<file path="src/common/iowdt_pkg.sv">
// Constants of the I/O port watchdog timer
// Overview of operation
// [RULE_01] Watchdog comes up enabled after reset
// [RULE_02] First port read enables the watchdog
// [RULE_03] Writing 1 enables and restarts interval
// [RULE_04] Expires without refresh within 1.6 s
// [RULE_05] Expiry asserts reset to the CPU
// [RULE_06] Expiry may raise interrupt instead
// [RULE_07] Writing 0 disables the watchdog
// [RULE_08] Interval may deviate plus/minus 30 percent
// [RULE_09] Software should refresh about every second
// [RULE_10] Refresh restarts count; one action per expiry
package iowdt_pkg;
  localparam logic [15:0] IOWDT_PORT_ADDR   = 16'h0443;
  localparam logic [7:0]  IOWDT_DATA_OFF    = 8'h00;
  localparam logic [7:0]  IOWDT_DATA_ON     = 8'h01;
  localparam int          IOWDT_CLK_HZ      = 100_000_000;
  localparam int          IOWDT_TIMEOUT_MS  = 1600;
  localparam int          IOWDT_PRESC_US    = 1000;
  localparam int          IOWDT_PRESC_CYC   =
    IOWDT_CLK_HZ / 1_000_000 * IOWDT_PRESC_US;
  localparam int          IOWDT_TIMEOUT_TCK = IOWDT_TIMEOUT_MS;
  localparam int          IOWDT_PULSE_CYC   = 16;
  localparam int          IOWDT_PW          = 17;
  localparam int          IOWDT_TW          = 11;
  // Status bits returned on a read
  localparam int          IOWDT_ST_EN       = 0;
  localparam int          IOWDT_ST_EXP      = 1;
  localparam int          IOWDT_ST_IRQ      = 2;
endpackage

</file>
<file path="src/common/iowdt_tick_if.sv">
// Tick carrier between prescaler and watchdog core
`timescale 1ns/1ps
`default_nettype none
interface iowdt_tick_if;
  logic restart;
  logic tick;
  modport src (input restart, output tick);
  modport dst (output restart, input tick);
endinterface
`default_nettype wire

</file>
<file path="src/rtl/iowdt_presc.sv">
// Millisecond tick divider for the watchdog
`timescale 1ns/1ps
`default_nettype none
module iowdt_presc (
  // Clock and reset
  input  wire logic    clk_sys,
  input  wire logic    srst,
  // Tick link
  iowdt_tick_if.src    tk
);
  import iowdt_pkg::*;
  typedef struct packed {
    logic [IOWDT_PW-1:0] cnt;
    logic                tick;
  } iowdt_presc_st_t;
  iowdt_presc_st_t st, next_st;

  always_comb begin
    next_st = st;
    next_st.tick = 1'b0;
    // Restart realigns phase so a refresh gives a full interval
    if (tk.restart) begin
      next_st.cnt = '0;
    end else if (st.cnt == IOWDT_PW'(IOWDT_PRESC_CYC - 1)) begin
      next_st.cnt  = '0;
      next_st.tick = 1'b1;
    end else begin
      next_st.cnt = st.cnt + IOWDT_PW'(1);
    end
  end

  always_ff @(posedge clk_sys) begin
    if (srst) begin
      st <= '0;
    end else begin
      st <= next_st;
    end
  end

  assign tk.tick = st.tick;

  a_tick_period: assert property ( // [RULE_04]
    @(posedge clk_sys) disable iff (srst)
    st.tick |=> !st.tick [*8])
    else $error("tick repeated too soon");
endmodule
`default_nettype wire

</file>
<file path="src/rtl/iowdt_top.sv">
// I/O port watchdog timer with CPU reset or interrupt action
`timescale 1ns/1ps
`default_nettype none
module iowdt_top (
  // Clock and reset
  input  wire logic        clk_sys,
  input  wire logic        srst,
  // I/O port bus
  input  wire logic [15:0] io_addr,
  input  wire logic        io_rd,
  input  wire logic        io_wr,
  input  wire logic [7:0]  io_wdata,
  output logic      [7:0]  io_rdata,
  output logic             io_rvalid,
  // Action select: high chooses interrupt over CPU reset
  input  wire logic        act_irq_sel,
  // Expiry actions
  output logic             cpu_reset,
  output logic             wdt_irq
);
  import iowdt_pkg::*;

  typedef struct packed {
    logic                en;
    logic                expired;
    logic [IOWDT_TW-1:0] ms;
    logic [4:0]          pulse;
    logic                cpu_reset;
    logic                irq;
    logic [7:0]          rdata;
    logic                rvalid;
  } iowdt_st_t;
  iowdt_st_t st, next_st;

  iowdt_tick_if tk ();

  iowdt_presc u_presc (
    .clk_sys (clk_sys),
    .srst    (srst),
    .tk      (tk)
  );

  logic hit;
  logic wr_on;
  logic wr_off;
  logic rd_hit;
  assign hit    = (io_addr == IOWDT_PORT_ADDR);
  assign rd_hit = hit && io_rd;
  assign wr_on  = hit && io_wr && io_wdata == IOWDT_DATA_ON;
  assign wr_off = hit && io_wr && io_wdata == IOWDT_DATA_OFF;
  // The whole byte is decoded; values other than IOWDT_DATA_ON and IOWDT_DATA_OFF are ignored
  assign tk.restart = wr_on || (rd_hit && !st.en);

  always_comb begin
    next_st = st;
    next_st.rvalid = rd_hit;
    if (rd_hit) begin
      next_st.rdata = '0;
      next_st.rdata[IOWDT_ST_EN]  = st.en;
      next_st.rdata[IOWDT_ST_EXP] = st.expired;
      next_st.rdata[IOWDT_ST_IRQ] = act_irq_sel;
    end
    if (st.pulse != '0) begin
      next_st.pulse = st.pulse - 5'd1;
    end else begin
      next_st.cpu_reset = 1'b0;
      next_st.irq       = 1'b0;
    end

    // [RULE_04] count interval ticks
    if (st.en && !st.expired && tk.tick) begin
      // [RULE_08] exact nominal length
      // Sits mid-tolerance, so software margins hold either way
      if (st.ms == IOWDT_TW'(IOWDT_TIMEOUT_TCK - 1)) begin
        next_st.expired = 1'b1;
        next_st.pulse   = 5'(IOWDT_PULSE_CYC - 1);
        // [RULE_05] reset CPU, or [RULE_06] interrupt
        next_st.cpu_reset = !act_irq_sel;
        next_st.irq       = act_irq_sel;
      end else begin
        next_st.ms = st.ms + IOWDT_TW'(1);
      end
    end

    // [RULE_02] first read arms the timer
    if (rd_hit && !st.en) begin
      next_st.en = 1'b1;
      next_st.ms = '0;
      next_st.expired = 1'b0;
    end

    // [RULE_03] [RULE_10] refresh restarts from zero
    if (wr_on) begin
      next_st.en      = 1'b1;
      next_st.ms      = '0;
      next_st.expired = 1'b0;
    end

    // [RULE_07] disable stops the count; a reset or interrupt pulse already set still runs out
    if (wr_off) begin
      next_st.en      = 1'b0;
      next_st.ms      = '0;
      next_st.expired = 1'b0;
    end
  end

  always_ff @(posedge clk_sys) begin
    if (srst) begin
      st    <= '0;
      // [RULE_01] enabled out of reset
      st.en <= 1'b1;
    end else begin
      st <= next_st;
    end
  end

  assign io_rdata  = st.rdata;
  assign io_rvalid = st.rvalid;
  assign cpu_reset = st.cpu_reset;
  assign wdt_irq   = st.irq;

  // Checks on the port decode and the expiry action
  // Expiry itself is too far out for a bench to reach

  a_off_quiet: assert property ( // [RULE_07]
    @(posedge clk_sys) disable iff (srst)
    wr_off |=> !st.en && !st.expired)
    else $error("disable write did not stop timer");

  a_on_restart: assert property ( // [RULE_03]
    @(posedge clk_sys) disable iff (srst)
    wr_on && !wr_off |=> st.en && st.ms == '0)
    else $error("refresh did not restart count");

  a_read_arms: assert property ( // [RULE_02]
    @(posedge clk_sys) disable iff (srst)
    rd_hit && !st.en && !wr_off |=> st.en)
    else $error("read did not enable timer");

  a_expire_rst: assert property ( // [RULE_05]
    @(posedge clk_sys) disable iff (srst)
    $rose(st.expired) && !$past(act_irq_sel) |-> cpu_reset [*8])
    else $error("expiry reset pulse missing");

  a_expire_irq: assert property ( // [RULE_06]
    @(posedge clk_sys) disable iff (srst)
    $rose(st.expired) |-> (wdt_irq != cpu_reset))
    else $error("expiry action not exclusive");

  a_once_only: assert property ( // [RULE_10]
    @(posedge clk_sys) disable iff (srst)
    st.expired && $past(st.expired) |-> !$rose(cpu_reset))
    else $error("expiry action repeated");

  a_timeout_at: assert property ( // [RULE_04]
    @(posedge clk_sys) disable iff (srst)
    $rose(st.expired) |->
      $past(st.ms) == IOWDT_TW'(IOWDT_TIMEOUT_TCK - 1))
    else $error("expiry at wrong count");

  a_reset_en: assert property ( // [RULE_01]
    @(posedge clk_sys)
    $past(srst) |-> st.en && !st.expired && st.ms == '0)
    else $error("not enabled after reset");

  a_rst_width: assert property ( // [RULE_05]
    @(posedge clk_sys) disable iff (srst)
    $rose(st.expired) && !$past(act_irq_sel) |->
      cpu_reset [*8] ##1 cpu_reset [*8] ##1 !cpu_reset)
    else $error("reset pulse has wrong length");

  a_irq_width: assert property ( // [RULE_06]
    @(posedge clk_sys) disable iff (srst)
    $rose(st.expired) && $past(act_irq_sel) |->
      wdt_irq [*8] ##1 wdt_irq [*8] ##1 !wdt_irq)
    else $error("interrupt pulse has wrong length");

  a_sel_status: assert property ( // [RULE_06]
    @(posedge clk_sys) disable iff (srst)
    rd_hit |=> io_rdata[IOWDT_ST_IRQ] == $past(act_irq_sel))
    else $error("action select misreported");

  a_off_no_act: assert property ( // [RULE_07]
    @(posedge clk_sys) disable iff (srst)
    !st.en |=> !$rose(cpu_reset) && !$rose(wdt_irq))
    else $error("action while disabled");

  a_rvalid_pulse: assert property ( // [RULE_02]
    @(posedge clk_sys) disable iff (srst)
    rd_hit |=> io_rvalid)
    else $error("read not answered");

  a_rvalid_idle: assert property ( // [RULE_02]
    @(posedge clk_sys) disable iff (srst)
    !rd_hit |=> !io_rvalid)
    else $error("answer without read");

  a_exp_needs_en: assert property ( // [RULE_04]
    @(posedge clk_sys) disable iff (srst)
    st.expired |-> st.en)
    else $error("expired while disabled");

  a_refresh_clear: assert property ( // [RULE_10]
    @(posedge clk_sys) disable iff (srst)
    wr_on |=> !st.expired)
    else $error("refresh left expiry set");

  a_exp_hold: assert property ( // [RULE_10]
    @(posedge clk_sys) disable iff (srst)
    st.expired && !wr_on && !wr_off |=> st.expired)
    else $error("expiry cleared on its own");

  a_count_frozen: assert property ( // [RULE_10]
    @(posedge clk_sys) disable iff (srst)
    st.expired && !wr_on && !wr_off |=> $stable(st.ms))
    else $error("count moved after expiry");

  a_status_en: assert property ( // [RULE_01]
    @(posedge clk_sys) disable iff (srst)
    rd_hit |=> io_rdata[IOWDT_ST_EN] == $past(st.en))
    else $error("enable misreported");

  a_status_exp: assert property ( // [RULE_04]
    @(posedge clk_sys) disable iff (srst)
    rd_hit |=> io_rdata[IOWDT_ST_EXP] == $past(st.expired))
    else $error("expiry misreported");
endmodule
`default_nettype wire

</file>
<file path="config.mk">
export PLATFORM = sky130hd
export DESIGN_NAME = iowdt_top
export DESIGN_NICKNAME = d
export VERILOG_FILES = /design/src/common/iowdt_pkg.sv /design/src/common/iowdt_tick_if.sv /design/src/rtl/iowdt_presc.sv /design/src/rtl/iowdt_top.sv
export SDC_FILE = /design/constraint.sdc
export NUM_CORES = 1
export LEC_CHECK = 0
export BUFFER_PORTS_ARGS = -buffer_cell sky130_fd_sc_hd__buf_4
export CAP_MARGIN = 20
export CORE_MARGIN = 4
export CORE_UTILIZATION = 40
export CTS_BUF_LIST = sky130_fd_sc_hd__clkbuf_8
export CTS_CLUSTER_DIAMETER = 200
export CTS_CLUSTER_SIZE = 10
export DETAILED_ROUTE_END_ITERATION = 7
export GPL_ROUTABILITY_DRIVEN = 0
export PLACE_DENSITY_LB_ADDON = 0.25
export SYNTH_ARGS = -nofsm -noshare
export SYNTH_HDL_FRONTEND = slang
export SYNTH_SLANG_ARGS = --single-unit
</file>
<file path="constraint.sdc">
create_clock -name clk_sys -period 3.5 [get_ports clk_sys]
set_input_delay 0.7 -clock clk_sys [delete_from_list [all_inputs] [get_ports clk_sys]]
set_output_delay 0.7 -clock clk_sys [all_outputs]
set_load 0.01 [all_outputs]
</file>
==> flow_metrics.env <==
export IMPL_timing_worst_slew_pin_value_ns=0.778
export IMPL_fin_crit_ns=2.43
export IMPL_worst_endpoint_arrival_ns=2.58
export IMPL_max_slew_headroom_pct=47.7
export IMPL_hold_buffers_post_cts=0
export IMPL_setup_tns_final_ns=0
export IMPL_fin_worst_skew_ns=0.00862
export IMPL_leading_cell_type_in_the_layout_fill_and_taps_excluded="sky130_fd_sc_hd__dfxtp_1"
export IMPL_syn_area_um2=1960
export IMPL_via_count_of_the_first_global_routing_pass=1496
export IMPL_cts_tree="done"
export IMPL_leakagePower_nw=0.955
export IMPL_die_area_um2=6080
export IMPL_starting_density_of_the_core_pct=41.5
export IMPL_routed_via_density=4.73
export IMPL_cts_num_sinks=42
export IMPL_powerDensity_nw_per_um2=489
export IMPL_synth_cells=223
export IMPL_layout_area_overhead_vs_synth_pct=19.6
export IMPL_dp_hpwl_mm=2.63
export IMPL_status="complete, no violations"
export IMPL_synthesis_area_per_instance_um2=8.78
export IMPL_detailroute_via_count=1523
export IMPL_post_cts_repair_setup_buffers=0
export IMPL_drtPass1Iterations=4
export IMPL_edff_count_synth=0
export IMPL_min_path_type="reg -> reg"
export IMPL_die_width_um=78.0
export IMPL_grt_start_max_net_pins=18
export IMPL_clock_latency_ns=0.29
export IMPL_drt_iter0_drc=67
export IMPL_timing_worst_setup_path_type="in -> reg"
export IMPL_die_height_um=78.0
export IMPL_clockBufferDepth=2
export IMPL_rsz0062_at_grt="false"
export IMPL_timing_final_setup_violations=0
export IMPL_synthArstFlopShare_pct=0
export IMPL_fin_nets=286
export IMPL_routed_wirelength_mm=3.64
export IMPL_post_synth_main_area_contributors="sky130_fd_sc_hd__dfxtp_1, sky130_fd_sc_hd__xor2_1, sky130_fd_sc_hd__nor2_1"
export IMPL_final_hold_worst_slack_ns=0.460
export IMPL_crit_path_max_incr_delay_ns=0.56
export IMPL_fmax_ghz=0.412
export IMPL_antenna_diode_count=0
export IMPL_most_common_layout_cells="sky130_fd_sc_hd__dfxtp_1, sky130_fd_sc_hd__buf_4, sky130_fd_sc_hd__nor2_1"
export IMPL_cts_root_buf="sky130_fd_sc_hd__clkbuf_8"
export IMPL_cts_buffers_inserted=5
export IMPL_post_route_cells_drive_above_1_share_pct=20.0
export IMPL_post_drt_wl_per_cell_um=11.3
export IMPL_path_cells="buf_4 > or4b_1 > nor3_2 > and4b_1 > nand4bb_1 > nor2_1"
export IMPL_final_number_of_max_transition_violations=0
export IMPL_antenna_left=0
export IMPL_post_synth_top_area_fraction_pct=42.9
export IMPL_max_cap_viol_count=0
export IMPL_core_area_um2=4720
export IMPL_worst_path_max_delay_cell="sky130_fd_sc_hd__nand4bb_1"
export IMPL_yosysSeqAreaShare_pct=42.9
export IMPL_port_buffers=34
export IMPL_ys_ff_latch=42
export IMPL_globalRouteOverflowTotal=0
export IMPL_floorplan_io_pins=40
export IMPL_yosys_most_used_dff="sky130_fd_sc_hd__dfxtp_1"
export IMPL_cp_max_fo=17
export IMPL_hold_viol=0
export IMPL_antenna_found_initial=0
export IMPL_synth_lib_cells_used_distinct=43
export IMPL_h_tree_depth=2
export IMPL_fp_row_count=25
export IMPL_period_share_pct=69.3
export IMPL_start_kind="primary input"
export IMPL_worst_endpoint_required_ns=3.65
export IMPL_yosysWarnings=0
export IMPL_crit_path_end_kind="flop"
export IMPL_first_pass_grt_wire_length_mm=6.46
export IMPL_clk_transition_reported_paths_ns=0.09
export IMPL_yosys_area_top_type="sky130_fd_sc_hd__dfxtp_1"
export IMPL_grt_util_all_layers_pct=13.1
export IMPL_cts_resized=0
export IMPL_post_route_drc_count=0
export IMPL_vdd_drop_max_uv=239
==> kinds of logic (layout without fill, tap and decap cells) <==
logic type,after synthesis,after routing,share of synthesized area [%]
adder cells (fa/ha/maj),3,3,1.92
buffers and inverters,20,48,6.65
other,1,5,0.192
flip-flops,42,42,42.9
XOR/XNOR,24,24,10.7
multiplexers,2,2,1.02
AO/OA/AOI/OAI,22,22,6.39
AND/OR/NAND/NOR,109,109,30.2
==> through the flow <==
step                total power (W)  util, %  instances  worst slack [ns]  cell area (um2)
finish                      0.00115     49.6        322              1.07             2340
global route                0.00120     49.6        322             0.896             2340
floorplan                  0.000657        -        227              1.24             1970
CTS                         0.00116     49.6        322              1.05             2340
global placement           0.000695     46.7        314             0.792             2200
detailed placement         0.000694     46.7        314             0.721             2200
==> path summary, 6_finish.rpt <==
| check | start | to | slack [ns] | cells after the start |
|---|---|---|---|---|
| max | io_addr[9] | u_presc.st[10]$_SDFF_PP0_ | 1.07 | 6 |
| min | io_rdata[2]$_SDFFE_PP0P_ | io_rdata[2]$_SDFFE_PP0P_ | 0.46 | 2 |
| max reg2reg | u_presc.st[12]$_SDFF_PP0_ | u_presc.st[10]$_SDFF_PP0_ | 1.41 | 5 |
| min reg2reg | io_rdata[2]$_SDFFE_PP0P_ | io_rdata[2]$_SDFFE_PP0P_ | 0.46 | 2 |
==> layer usage <==
layer	up-vias	wire length (um)	global-route usage, %
met5	-	0	0
met4	0	55	6.47
met3	5	100	3.83
met2	16	1690	20.5
met1	684	1790	16.3
li1	818	-	-
==> layout make-up <==
type	count	area (um2)
Fill cell	450	2380
Multi-Input combinational cell	165	1000
Sequential cell	42	841
Timing Repair Buffer	34	255
Tap cell	67	83.8
Clock buffer	5	68.8
Clock inverter	3	68.8
Inverter	6	22.5
==> synth_stat cells (all sizes together), types with 2 or more instances <==
master	n
nand4	8
dfxtp	42
or4b	2
nand2	17
nor3	7
inv	6
nor4	4
buf	11
xnor2	8
a21oi	16
nor2	31
nand3b	2
nand3	14
ha	3
clkbuf	3
mux2i	2
or2	2
and4b	3
nand4b	2
and3	9
xor2	16
or3	2
==> sequential cells by signal, summed over array words and instances, names as in the netlist <==
name / flops
wdt_irq: 1
st: 18
io_rvalid: 1
u_presc.st: 17
u_presc.tk.tick: 1
io_rdata: 3
cpu_reset: 1
==> critical path, delay by kind of cell <==
| kind | cells | cell delay (ns) |
|---|---|---|
| and+or+nand+nor | 5 | 1.77 |
| buffers and inverters | 1 | 0.10 |
==> where the power goes <==
group | leakage (nW) | internal [W] | switching, W
Sequential | 0.340 | 0.000502 | 0.0000190
Combinational | 0.547 | 0.0000796 | 0.0000856
Clock | 0.0683 | 0.000286 | 0.000174
Total | 0.955 | 0.000868 | 0.000279
Power figures use the tool's default switching activity.
